**config.mk**
```make
export PLATFORM = sky130hd
export DESIGN_NAME = strap_decode_status_lamps
export DESIGN_NICKNAME = d
export VERILOG_FILES = /design/src/strap_lamp_pkg.sv /design/src/strap_decode_status_lamps.sv
export SDC_FILE = /design/constraint.sdc
export NUM_CORES = 1
export LEC_CHECK = 0
export BUFFER_PORTS_ARGS = -buffer_cell sky130_fd_sc_hd__buf_4
export CAP_MARGIN = 20
export CORE_MARGIN = 5
export CORE_UTILIZATION = 50
export CTS_CLUSTER_DIAMETER = 80
export DETAILED_ROUTE_END_ITERATION = 7
export PLACE_DENSITY = 0.73
export SETUP_SLACK_MARGIN = 0.02
export SLEW_MARGIN = 20
export SYNTH_ARGS = -nofsm -noshare
export SYNTH_HDL_FRONTEND = slang
export SYNTH_SLANG_ARGS = --single-unit
```
**constraint.sdc**
```tcl
create_clock -name clk -period 10 [get_ports clk]
set_input_delay 0.5 -clock clk [delete_from_list [all_inputs] [get_ports clk]]
set_output_delay 0.5 -clock clk [all_outputs]
set_load 0.05 [all_outputs]
```
**src/strap_lamp_pkg.sv**
```systemverilog
/*
  Shared constants and types for the strap decoder and status lamp driver:
  register offsets, diagnostic codes, timing figures, strap and settings layouts.
  Assumes a 100 MHz board clock.
*/
package strap_lamp_pkg;

  // clock and timing
  localparam int unsigned CLK_MHZ          = 100;
  localparam int unsigned SELFTEST_MS      = 200;
  localparam int unsigned FLICKER_MS       = 50;
  localparam int unsigned SELFTEST_CYCLES  = SELFTEST_MS * 1000 * CLK_MHZ;
  localparam int unsigned FLICKER_CYCLES   = FLICKER_MS * 1000 * CLK_MHZ;

  // diagnostic numbers
  localparam logic [3:0] DIAG_FIRST        = 4'h1;
  localparam logic [3:0] DIAG_CORE_LAST    = 4'h2;
  localparam logic [3:0] DIAG_RESERVED     = 4'h8;
  localparam logic [3:0] DIAG_BUFFER_LAST  = 4'hB;
  localparam logic [3:0] DIAG_LAST         = 4'hE;
  localparam int unsigned DIAG_COUNT       = 14;
  localparam int unsigned STEP_CYCLES      = SELFTEST_CYCLES / DIAG_COUNT;

  // bar graph thresholds of outstanding commands
  localparam logic [15:0] BAR_ONE_MAX      = 16'h0004;
  localparam logic [15:0] BAR_TWO_MAX      = 16'h0010;
  localparam logic [15:0] BAR_THREE_MAX    = 16'h0040;

  // host command that starts a delayed bus initialisation
  localparam logic [7:0] CMD_INIT_BUS      = 8'h41;

  // register map (byte addresses)
  localparam logic [3:0] REG_CMD_COUNT     = 4'h0;
  localparam logic [3:0] REG_HOST_CMD      = 4'h4;
  localparam logic [3:0] REG_STATUS        = 4'h8;
  localparam logic [3:0] REG_SETTINGS      = 4'hC;
  localparam logic [15:0] CMD_COUNT_RESET  = 16'h0000;

  localparam logic [1:0] RESP_OKAY         = 2'h0;
  localparam logic [1:0] RESP_DECERR       = 2'h3;

  // strap pins: 1 = open, 0 = fitted
  typedef struct packed {
    logic [7:0] idAndGrant;     // pins 1-2 .. 15-16, bit 7 = pins 1-2
    logic [3:0] hostOption;     // bit 3 = pins 1-2
    logic [3:0] bootAndWindow2;
    logic [3:0] startupOption;
    logic [3:0] window1AndReset;
  } strap_pins_t;

  typedef struct packed {
    logic [2:0] primaryId;
    logic [2:0] secondaryId;
    logic [1:0] grantLevel;
    logic [1:0] window2Size;    // 0=256 1=512 2=1K 3=2K
    logic [1:0] window1Size;
    logic       blockModeEn;
    logic       sysfailAfterTest;
    logic       powerupBusResetEn;
    logic       fwFromBuffer;
    logic       haltInMonitor;
    logic       delayedBusInit;
    logic       memTestEn;
    logic       consoleEn;
    logic       secMcrResetEn;
    logic       priMcrResetEn;
  } settings_t;

  typedef enum logic [2:0] {
    ST_CAPTURE, ST_POWER_ON_SELFTEST_MODE, ST_FAULT, ST_LOAD, ST_RUN, ST_MONITOR
  } mode_t;

endpackage

```
**src/strap_decode_status_lamps.sv**
```systemverilog
/*
  Strap decoder and status lamp driver. Captures jumper straps after reset,
  decodes board settings, steps the power-on self-test display and then drives
  run or monitor lamps. Registers over AXI4-Lite.
  Assumes straps are static, inputs are synchronous to clk, and an external
  test engine reports a failing diagnostic by pulsing diagFault.
*/
`timescale 1ns/1ps
`default_nettype none

module strap_decode_status_lamps
  import strap_lamp_pkg::*;
#(
  parameter int unsigned STEP_LEN    = STEP_CYCLES,
  parameter int unsigned FLICKER_LEN = FLICKER_CYCLES
) (
  input  wire logic        clk,
  input  wire logic        resetn,
  input  wire strap_pins_t straps,
  input  wire logic        diagFault,
  input  wire logic        serialActive,
  input  wire logic        scsiBusBusy,
  output logic [3:0]       statusLamp,
  output logic             boardHealthGreen,
  output logic             boardHealthRed,
  output logic             busActivityLamp,
  output logic             sysfailAsserted,
  output logic             scsiBusReset,
  output logic             scsiBusInit,
  output logic             fwLoadDone,
  output settings_t        settings,
  input  wire logic [3:0]  awaddr,
  input  wire logic        awvalid,
  output logic             awready,
  input  wire logic [31:0] wdata,
  input  wire logic [3:0]  wstrb,
  input  wire logic        wvalid,
  output logic             wready,
  output logic [1:0]       bresp,
  output logic             bvalid,
  input  wire logic        bready,
  input  wire logic [3:0]  araddr,
  input  wire logic        arvalid,
  output logic             arready,
  output logic [31:0]      rdata,
  output logic [1:0]       rresp,
  output logic             rvalid,
  input  wire logic        rready
);

  logic        rstMeta_q;
  logic        rstn;
  logic        captured_q;
  mode_t       mode_q;
  logic [3:0]  diagCode_q;
  logic [31:0] stepCnt_q;
  logic [31:0] flickCnt_q;
  logic        flickTick;
  logic        testPassed_q;
  logic        busInitDone_q;
  logic        initRequest_q;
  logic [15:0] cmdCount_q;
  logic [3:0]  awAddr_q;
  logic        awHeld_q;
  logic [31:0] wData_q;
  logic [3:0]  wStrb_q;
  logic        wHeld_q;
  logic        doWrite;
  logic [3:0]  nextCode;

  // two-stage reset release
  always_ff @(posedge clk or negedge resetn) begin
    if (!resetn) begin
      rstMeta_q <= 1'b0;
      rstn      <= 1'b0;
    end else begin
      rstMeta_q <= 1'b1;
      rstn      <= rstMeta_q;
    end
  end

  // straps caught on the first edge after release, then frozen
  always_ff @(posedge clk or negedge rstn) begin
    if (!rstn) begin
      captured_q <= 1'b0;
      settings   <= '0;
    end else if (!captured_q) begin
      captured_q                 <= 1'b1;
      settings.primaryId         <= straps.idAndGrant[7:5];
      settings.secondaryId       <= straps.idAndGrant[4:2];
      settings.grantLevel        <= straps.idAndGrant[1:0];
      settings.window2Size       <= ~straps.bootAndWindow2[1:0];
      settings.window1Size       <= ~straps.window1AndReset[3:2];
      settings.blockModeEn       <= straps.hostOption[3];
      settings.sysfailAfterTest  <= ~straps.hostOption[2];
      settings.powerupBusResetEn <= straps.hostOption[1];
      settings.fwFromBuffer      <= ~straps.bootAndWindow2[3];
      settings.haltInMonitor     <= ~straps.bootAndWindow2[2];
      settings.delayedBusInit    <= ~straps.startupOption[3];
      settings.memTestEn         <= straps.startupOption[2];
      settings.consoleEn         <= straps.startupOption[1];
      settings.secMcrResetEn     <= ~straps.window1AndReset[1];
      settings.priMcrResetEn     <= ~straps.window1AndReset[0];
    end
  end

  // memory tests (SRAM and buffer) are skipped when disabled by strap
  always_comb begin
    nextCode = diagCode_q + 4'h1;
    if (!settings.memTestEn && diagCode_q == DIAG_CORE_LAST) begin
      nextCode = DIAG_BUFFER_LAST + 4'h1;
    end
  end

  // self-test sequencer and mode
  always_ff @(posedge clk or negedge rstn) begin
    if (!rstn) begin
      mode_q       <= ST_CAPTURE;
      diagCode_q   <= 4'h0;
      stepCnt_q    <= '0;
      testPassed_q <= 1'b0;
      fwLoadDone   <= 1'b0;
    end else begin
      unique case (mode_q)
        ST_CAPTURE: begin
          if (captured_q) begin
            mode_q     <= ST_POWER_ON_SELFTEST_MODE;
            diagCode_q <= DIAG_FIRST;
            stepCnt_q  <= '0;
          end
        end
        ST_POWER_ON_SELFTEST_MODE: begin
          if (diagFault) begin
            mode_q <= ST_FAULT;
          end else if (stepCnt_q == STEP_LEN - 1) begin
            stepCnt_q <= '0;
            if (diagCode_q == DIAG_LAST) begin
              mode_q       <= ST_LOAD;
              testPassed_q <= 1'b1;
            end else begin
              diagCode_q <= nextCode;
            end
          end else begin
            stepCnt_q <= stepCnt_q + 32'h1;
          end
        end
        ST_FAULT: begin
          mode_q <= ST_FAULT;
        end
        ST_LOAD: begin
          fwLoadDone <= 1'b1;
          mode_q     <= settings.haltInMonitor ? ST_MONITOR : ST_RUN;
        end
        ST_RUN: begin
          mode_q <= ST_RUN;
        end
        ST_MONITOR: begin
          mode_q <= ST_MONITOR;
        end
      endcase
    end
  end

  // flicker divider for monitor mode
  assign flickTick = (flickCnt_q == FLICKER_LEN - 1);
  always_ff @(posedge clk or negedge rstn) begin
    if (!rstn) begin
      flickCnt_q <= '0;
    end else if (mode_q != ST_MONITOR || flickTick) begin
      flickCnt_q <= '0;
    end else begin
      flickCnt_q <= flickCnt_q + 32'h1;
    end
  end

  // status lamps
  always_ff @(posedge clk or negedge rstn) begin
    if (!rstn) begin
      statusLamp <= 4'h0;
    end else begin
      unique case (mode_q)
        ST_CAPTURE: statusLamp <= 4'h0;
        ST_POWER_ON_SELFTEST_MODE, ST_FAULT: statusLamp <= diagCode_q;
        ST_LOAD: statusLamp <= 4'h0;
        ST_RUN: begin
          if (cmdCount_q == CMD_COUNT_RESET) begin
            statusLamp <= 4'h0;
          end else if (cmdCount_q <= BAR_ONE_MAX) begin
            statusLamp <= 4'h1;
          end else if (cmdCount_q <= BAR_TWO_MAX) begin
            statusLamp <= 4'h3;
          end else if (cmdCount_q <= BAR_THREE_MAX) begin
            statusLamp <= 4'h7;
          end else begin
            statusLamp <= 4'hF;
          end
        end
        ST_MONITOR: begin
          if (!serialActive) begin
            statusLamp <= 4'h0;
          end else if (statusLamp == 4'h0) begin
            statusLamp <= 4'h1;
          end else if (flickTick) begin
            statusLamp <= {statusLamp[2:0], statusLamp[3]};
          end
        end
      endcase
    end
  end

  // health, bus activity and sysfail
  always_ff @(posedge clk or negedge rstn) begin
    if (!rstn) begin
      boardHealthGreen <= 1'b0;
      boardHealthRed   <= 1'b1;
      busActivityLamp  <= 1'b0;
      sysfailAsserted  <= 1'b1;
    end else begin
      boardHealthGreen <= testPassed_q;
      boardHealthRed   <= !testPassed_q;
      busActivityLamp  <= scsiBusBusy;
      // sysfail held through capture so the strap choice is known first
      if (mode_q == ST_POWER_ON_SELFTEST_MODE && !settings.sysfailAfterTest) begin
        sysfailAsserted <= 1'b0;
      end else if (testPassed_q) begin
        sysfailAsserted <= 1'b0;
      end
    end
  end

  // power-up bus reset and bus initialisation pulses
  always_ff @(posedge clk or negedge rstn) begin
    if (!rstn) begin
      scsiBusReset  <= 1'b0;
      scsiBusInit   <= 1'b0;
      busInitDone_q <= 1'b0;
    end else begin
      scsiBusReset <= (mode_q == ST_LOAD) && settings.powerupBusResetEn;
      scsiBusInit  <= 1'b0;
      if (testPassed_q && !busInitDone_q
          && (!settings.delayedBusInit || initRequest_q)) begin
        scsiBusInit   <= 1'b1;
        busInitDone_q <= 1'b1;
      end
    end
  end

  // axi4-lite write path: address and data taken in either order
  assign doWrite = awHeld_q && wHeld_q && !bvalid;
  always_ff @(posedge clk or negedge rstn) begin
    if (!rstn) begin
      awready  <= 1'b0;
      awHeld_q <= 1'b0;
      awAddr_q <= 4'h0;
    end else if (awready && awvalid) begin
      awready  <= 1'b0;
      awHeld_q <= 1'b1;
      awAddr_q <= awaddr;
    end else if (doWrite) begin
      awHeld_q <= 1'b0;
    end else if (!awHeld_q && !bvalid && !awready) begin
      awready <= 1'b1;
    end
  end

  always_ff @(posedge clk or negedge rstn) begin
    if (!rstn) begin
      wready  <= 1'b0;
      wHeld_q <= 1'b0;
      wData_q <= 32'h0;
      wStrb_q <= 4'h0;
    end else if (wready && wvalid) begin
      wready  <= 1'b0;
      wHeld_q <= 1'b1;
      wData_q <= wdata;
      wStrb_q <= wstrb;
    end else if (doWrite) begin
      wHeld_q <= 1'b0;
    end else if (!wHeld_q && !bvalid && !wready) begin
      wready <= 1'b1;
    end
  end

  always_ff @(posedge clk or negedge rstn) begin
    if (!rstn) begin
      bvalid <= 1'b0;
      bresp  <= RESP_OKAY;
    end else if (doWrite) begin
      bvalid <= 1'b1;
      bresp  <= (awAddr_q[3:2] == REG_CMD_COUNT[3:2] || awAddr_q[3:2] == REG_HOST_CMD[3:2])
                ? RESP_OKAY : RESP_DECERR;
    end else if (bvalid && bready) begin
      bvalid <= 1'b0;
    end
  end

  // writable registers
  always_ff @(posedge clk or negedge rstn) begin
    if (!rstn) begin
      cmdCount_q    <= CMD_COUNT_RESET;
      initRequest_q <= 1'b0;
    end else if (doWrite) begin
      if (awAddr_q[3:2] == REG_CMD_COUNT[3:2]) begin
        if (wStrb_q[0]) begin
          cmdCount_q[7:0] <= wData_q[7:0];
        end
        if (wStrb_q[1]) begin
          cmdCount_q[15:8] <= wData_q[15:8];
        end
      end
      if (awAddr_q[3:2] == REG_HOST_CMD[3:2] && wStrb_q[0]
          && wData_q[7:0] == CMD_INIT_BUS) begin
        initRequest_q <= 1'b1;
      end
    end
  end

  // axi4-lite read path: one read at a time, data one cycle after address
  always_ff @(posedge clk or negedge rstn) begin
    if (!rstn) begin
      arready <= 1'b0;
      rvalid  <= 1'b0;
      rdata   <= 32'h0;
      rresp   <= RESP_OKAY;
    end else if (arready && arvalid) begin
      arready <= 1'b0;
      rvalid  <= 1'b1;
      rresp   <= RESP_OKAY;
      unique case (araddr[3:2])
        REG_CMD_COUNT[3:2]: rdata <= {16'h0, cmdCount_q};
        REG_HOST_CMD[3:2]:  rdata <= {31'h0, initRequest_q};
        REG_STATUS[3:2]:    rdata <= {16'h0, busInitDone_q, testPassed_q,
                                      sysfailAsserted, fwLoadDone, 1'b0, mode_q,
                                      statusLamp, diagCode_q};
        REG_SETTINGS[3:2]:  rdata <= {10'h000, settings};
      endcase
    end else if (rvalid && rready) begin
      rvalid  <= 1'b0;
      arready <= 1'b1;
    end else if (!rvalid && !arready) begin
      arready <= 1'b1;
    end
  end
endmodule
`default_nettype wire

```
== Word-level counts from Yosys, hierarchy flattened ==
Cells that the tools add are included.
Operators by class
  add/sub/neg operators: 3
  $lt $le $gt $ge: 3
  eq/ne operators: 24
  multiplexer cells: 46
  bitwise operators: 9
  reduce and logical (&&, ||, !) cells: 59
Operators with widths (number)
  $mux W32: 4
  $pmux W32 S4: 1
  $add A32 B1 Y32 const B: 2
  $pmux W32 S2: 1
  $mux W4: 12
  $eq A32 B21 Y1 const B: 1
  $eq A32 B23 Y1 const B: 1
  $mux W1: 20
  $logic_and A1 B1 Y1: 19
  $pmux W3 S6: 1
  $le A16 B3 Y1 const B: 1
  $le A16 B5 Y1 const B: 1
  $le A16 B7 Y1 const B: 1
  $logic_not A16 Y1: 1
  $pmux W4 S4: 1
  $reduce_bool A2 Y1: 8
  $logic_not A1 Y1: 12
  $mux W3: 4
  $reduce_and A3 Y1: 4
  $ne A3 B3 Y1 const B: 3
  $eq A8 B7 Y1 const B: 1
  $ne A2 B2 Y1 const B: 4
  $pmux W4 S2: 1
  $not A1 Y1: 7
  21 further kinds: 33
Word-level totals
  register bits after elaboration: 189
  input bits: 78
  output and inout bits: 74
  word-level logic and storage cells: 191

== Logic depth before layout (Yosys ltp) ==
  word-level depth: 7
  gate-level depth with buffers: 9
  mapped depth without buffers: 7

== Worst setup path after synthesis ==
Ideal clock, no wire load.
  kind: register to register
  from: register flickCnt_q[20]
  to: register flickCnt_q[23]
  library setup time: 0.119 ns
  arrival: 1.982 ns
  required time: 9.881 ns
  slack: 7.900 ns
  stages on the path, launching flop included: 8
  path buffers: 2
  clock period less this slack: 2.100 ns
  path through: dfrtp_1 > or4b_1 > or4_1 > nor4_2 > or4b_1 > buf_4 > buf_6 > nor2_1
On the way
  word-level cells in the longest chain between the ends: 3
  elaborated cells on any way between the ends: 4
  those cells by class: add/sub (1); eq/ne (1); mux (1); reduce/logical (1)
RTL lines
  start: declaration: RTL line strap_decode_status_lamps.sv:57  | logic [31:0] flickCnt_q;
  start signal: assignment: RTL line strap_decode_status_lamps.sv:172  | flickCnt_q <= flickCnt_q + 32'h1;
  branches (longest 2 deep; another with $add A32 B1 Y32)
  $mux W32 (*): RTL line strap_decode_status_lamps.sv:169  | end else if (mode_q != ST_MONITOR || flickTick) begin
Mark *: on every way between the ends.
A chain may end at the register's enable or synchronous reset.

== Final worst setup path ==
  from: register flickCnt_q[20]
  to: register statusLamp[3]
On the way
  word-level cells in the longest chain between the ends: 2
RTL lines
  $eq A32 B23 Y1: RTL line strap_decode_status_lamps.sv:165  | assign flickTick = (flickCnt_q == FLICKER_LEN - 1);
  $ne A4 B4 Y1 (no source line)
  end signal: assignment: RTL line strap_decode_status_lamps.sv:183  | ST_POWER_ON_SELFTEST_MODE, ST_FAULT: statusLamp <= diagCode_q;
  end signal: assignment: RTL line strap_decode_status_lamps.sv:204  | statusLamp <= {statusLamp[2:0], statusLamp[3]};
  end: declaration: RTL line strap_decode_status_lamps.sv:23  | output logic [3:0] statusLamp,
Every way passes these cells.

==> flow_summary_export.csv <==
group,metric,value,unit
run_status,outcome,"finished clean",
yosys,synth-edff-count,0,
die,dieArea,0.0192,mm2
global_routing,antenna_found_initial,0,
timing,clock_skew,0.00893,ns
worst_setup_path,critPathRequiredTime,10.27,ns
global_routing,grt_pass1_vias,5977,
hold_path,holdPathStages,1,
clock_network,cts_tree,"yes",
die,coreArea,0.0164,mm2
global_routing,grt_pass1_wl,30600,um
global_routing,grt_remaining_overflow,0,
hold_path,min-delay-path-class,"input pin to flop",
die,dieHeight,139,um
power_and_ir_drop,swShare,36.7,%
global_routing,grt_max_degree,69,
worst_setup_path,reg2reg_depth,5,
timing,setup_violations,0,
timing,fmax,0.365,GHz
power_and_ir_drop,combPwrFrac,29.7,%
die,ios,152,
place,place_congestion,0.838,
clock_network,cts_buffers,17,
die,initial_core_util,50.4,%
clock_network,cts.sinks,176,
clock_network,clock_latency,0.43,ns
clock_network,holdBufCountCts,1,
clock_network,htree_levels,4,
job,drv_cap,0,
power_and_ir_drop,powerDensity,237,mW/mm2
timing,rsz0062_at_grt,"false",
global_routing,grt_usage,19.4,%
die,die_x,139,um
power_and_ir_drop,clockPowerShare,27.9,%
yosys,ys_ff_latch,176,
route,vias_per_cell,5.45,
power_and_ir_drop,p_total,2.33,mW
clock_network,clkTransAtPathRegs,0.07,ns
worst_setup_path,criticalPathCategory,"flop to flop",
finish,drive_gt1_share,25.2,%
power_and_ir_drop,p_switching,0.856,mW
clock_network,ctsRootBufferMaster,"clkbuf_16",
power_and_ir_drop,peakVddDrop,0.146,mV
power_and_ir_drop,p_int,1.47,mW
die,rows,47,
worst_setup_path,critPathLaunchType,"flop",
finish,area_growth_syn_to_layout,18.9,%
timing,finalHoldViolations,0,
route,route.detailed.drc,0,
power_and_ir_drop,p_seq_share,42.4,%
place,place_hpwl,12800,um
worst_setup_path,crit_arrival,3.01,ns
route,drtIter0Drc,407,
route,dr.pass1.iters,6,
yosys,async_flop_share,100,%
power_and_ir_drop,p_leak,4.30,nW
timing,slew_headroom,27.0,%
route,wl,18400,um
yosys,yosysWarningCount,0,
yosys,synthesis.area,0.00828,mm2
clock_network,postCtsSetupRepairBufs,0,
timing,post-route-min-period,2.74,ns
clock_network,clockBufferDepth,2,
timing,worst_pin_slew,1.09,ns
yosys,synth_top_flop_cell,"dfrtp_1",
yosys,ys_types,61,
worst_setup_path,end_kind,"flop",
timing,tns,0,ns
finish,final_cell_area,0.00984,mm2
place,placed_cell_area,0.00924,mm2
yosys,ys_seq_area_share,53.3,%
route,wl_per_cell,16.4,um
route,vias,6119,
clock_network,postCtsResizedCells,0,
timing,slew_viol_final,0,
route,ant_nets,0,
yosys,syn_inst,783,
finish,finalNetCount,973,
timing,min_period_over_period,27.4,%
yosys,syn_area_per_cell,10.6,um2
place,port_buffers,115,
worst_setup_path,path_max_fanout,33,
synth_stat cells (5+ instances only):
master | n | area [um2]
ha_1 | 6 | 75.1
mux2i_1 | 10 | 100
nand3_1 | 27 | 135
nand4_1 | 11 | 68.8
xnor2_1 | 50 | 438
nor4_1 | 28 | 175
dfrtp_1 | 174 | 4350
clkbuf_1 | 23 | 86.3
inv_1 | 31 | 116
nor3_1 | 22 | 110
buf_2 | 5 | 25.0
a21oi_1 | 6 | 30.0
buf_4 | 14 | 105
and3_1 | 8 | 50.1
and4_1 | 7 | 61.3
mux2_2 | 60 | 676
nor2_1 | 93 | 349
a22o_1 | 6 | 52.6
and2_1 | 6 | 37.5
nand2_1 | 67 | 251
o21ai_0 | 38 | 190
a22oi_1 | 14 | 105
xor2_1 | 10 | 87.6
final timing paths:
kind	startpoint	to	slack (ns)
min in group asynchronous	resetn	rstn$_DFF_PN0_	0.38
max reg2reg	flickCnt_q[20]$_DFF_PN0_	statusLamp[3]$_DFFE_PN0P_	7.26
max	flickCnt_q[20]$_DFF_PN0_	statusLamp[3]$_DFFE_PN0P_	7.26
max in group asynchronous	rstn$_DFF_PN0_	rdata[9]$_DFFE_PN0P_	7.65
min	scsiBusBusy	busActivityLamp$_DFF_PN0_	0.17
min reg2reg	rstMeta_q$_DFF_PN0_	rstn$_DFF_PN0_	0.37
routing by layer:
metal  share of wire [%]  up-vias  track usage [%]
met3                 5.5       26             4.59
met2                  48      161             30.6
li1                    -     2915                -
met4                 1.9        0             6.54
met1                  45     3017             26.7
met5                   0        -                0
power groups by stage:
stage	Clock (mW)	Combinational [mW]	Sequential [mW]
3_3_place_gp	0	0.682	0.994
4_1_cts	0.662	0.697	0.987
6_report	0.649	0.692	0.988
3_5_place_dp	0	0.694	1.00
2_1_floorplan	0	0.369	1.13
5_1_grt	0.694	0.753	1.01
cell families after synthesis:
group / count (synthesis) / synth area share (%)
mux: 71 / 9.65
xor+xnor: 60 / 6.35
fa+ha+maj: 6 / 0.907
flops: 176 / 53.3
simple gates: 298 / 17.9
buf+inv: 78 / 4.61
compound gates: 92 / 7.23
other cells: 2 / 0.0908
placed cells by master (no fill, tap or decap), types with 11 or more instances in the layout:
cell,instances
nand2_1,67
nand4_1,11
mux2_2,60
buf_4,121
inv_1,31
a22oi_1,14
nor2_1,93
dfrtp_1,173
nand3_1,27
conb_1,14
nor4_1,28
clkbuf_16,17
o21ai_0,38
xnor2_1,50
nor3_1,22
registers in the layout, summed over array words and instances (netlist names), 2 cells and up:
| signal | cells |
|---|---|
| mode_q | 3 |
| settings | 22 |
| rdata | 22 |
| wData_q | 16 |
| stepCnt_q | 32 |
| wStrb_q | 2 |
| cmdCount_q | 16 |
| diagCode_q | 4 |
| flickCnt_q | 32 |
| awAddr_q | 2 |
| statusLamp | 4 |
worst max-delay path, stage by stage, from the launching register on:
cell	delay, ns
dfrtp_1	0.41
or4b_1	0.51
or4_1	0.50
nor4_2	0.33
or4b_2	0.68
o32ai_1	0.15
final cells by class:
cell class,count,area (um2)
fill,1428,6570
sequential,176,4410
multi-input combinational,541,3530
timing repair buffer,122,918
clock buffer,19,453
tap,220,275
clock inverter,13,129
inverter,31,116
antenna,1,2.50
through the flow:
| step | utilization [%] | cells | hold WS (ns) | setup WS (ns) |
|---|---|---|---|---|
| 2_1_floorplan | - | 795 | 0.204 | 4.74 |
| 3_3_place_gp | 56.3 | 1089 | 0.283 | 6.95 |
| 3_5_place_dp | 56.3 | 1089 | 0.284 | 6.93 |
| 4_1_cts | 59.9 | 1122 | 0.155 | 6.92 |
| 5_1_grt | 59.9 | 1122 | 0.154 | 7.05 |
| 6_report | 60.0 | 1123 | 0.172 | 7.26 |
Power figures use the tool's default switching activity.
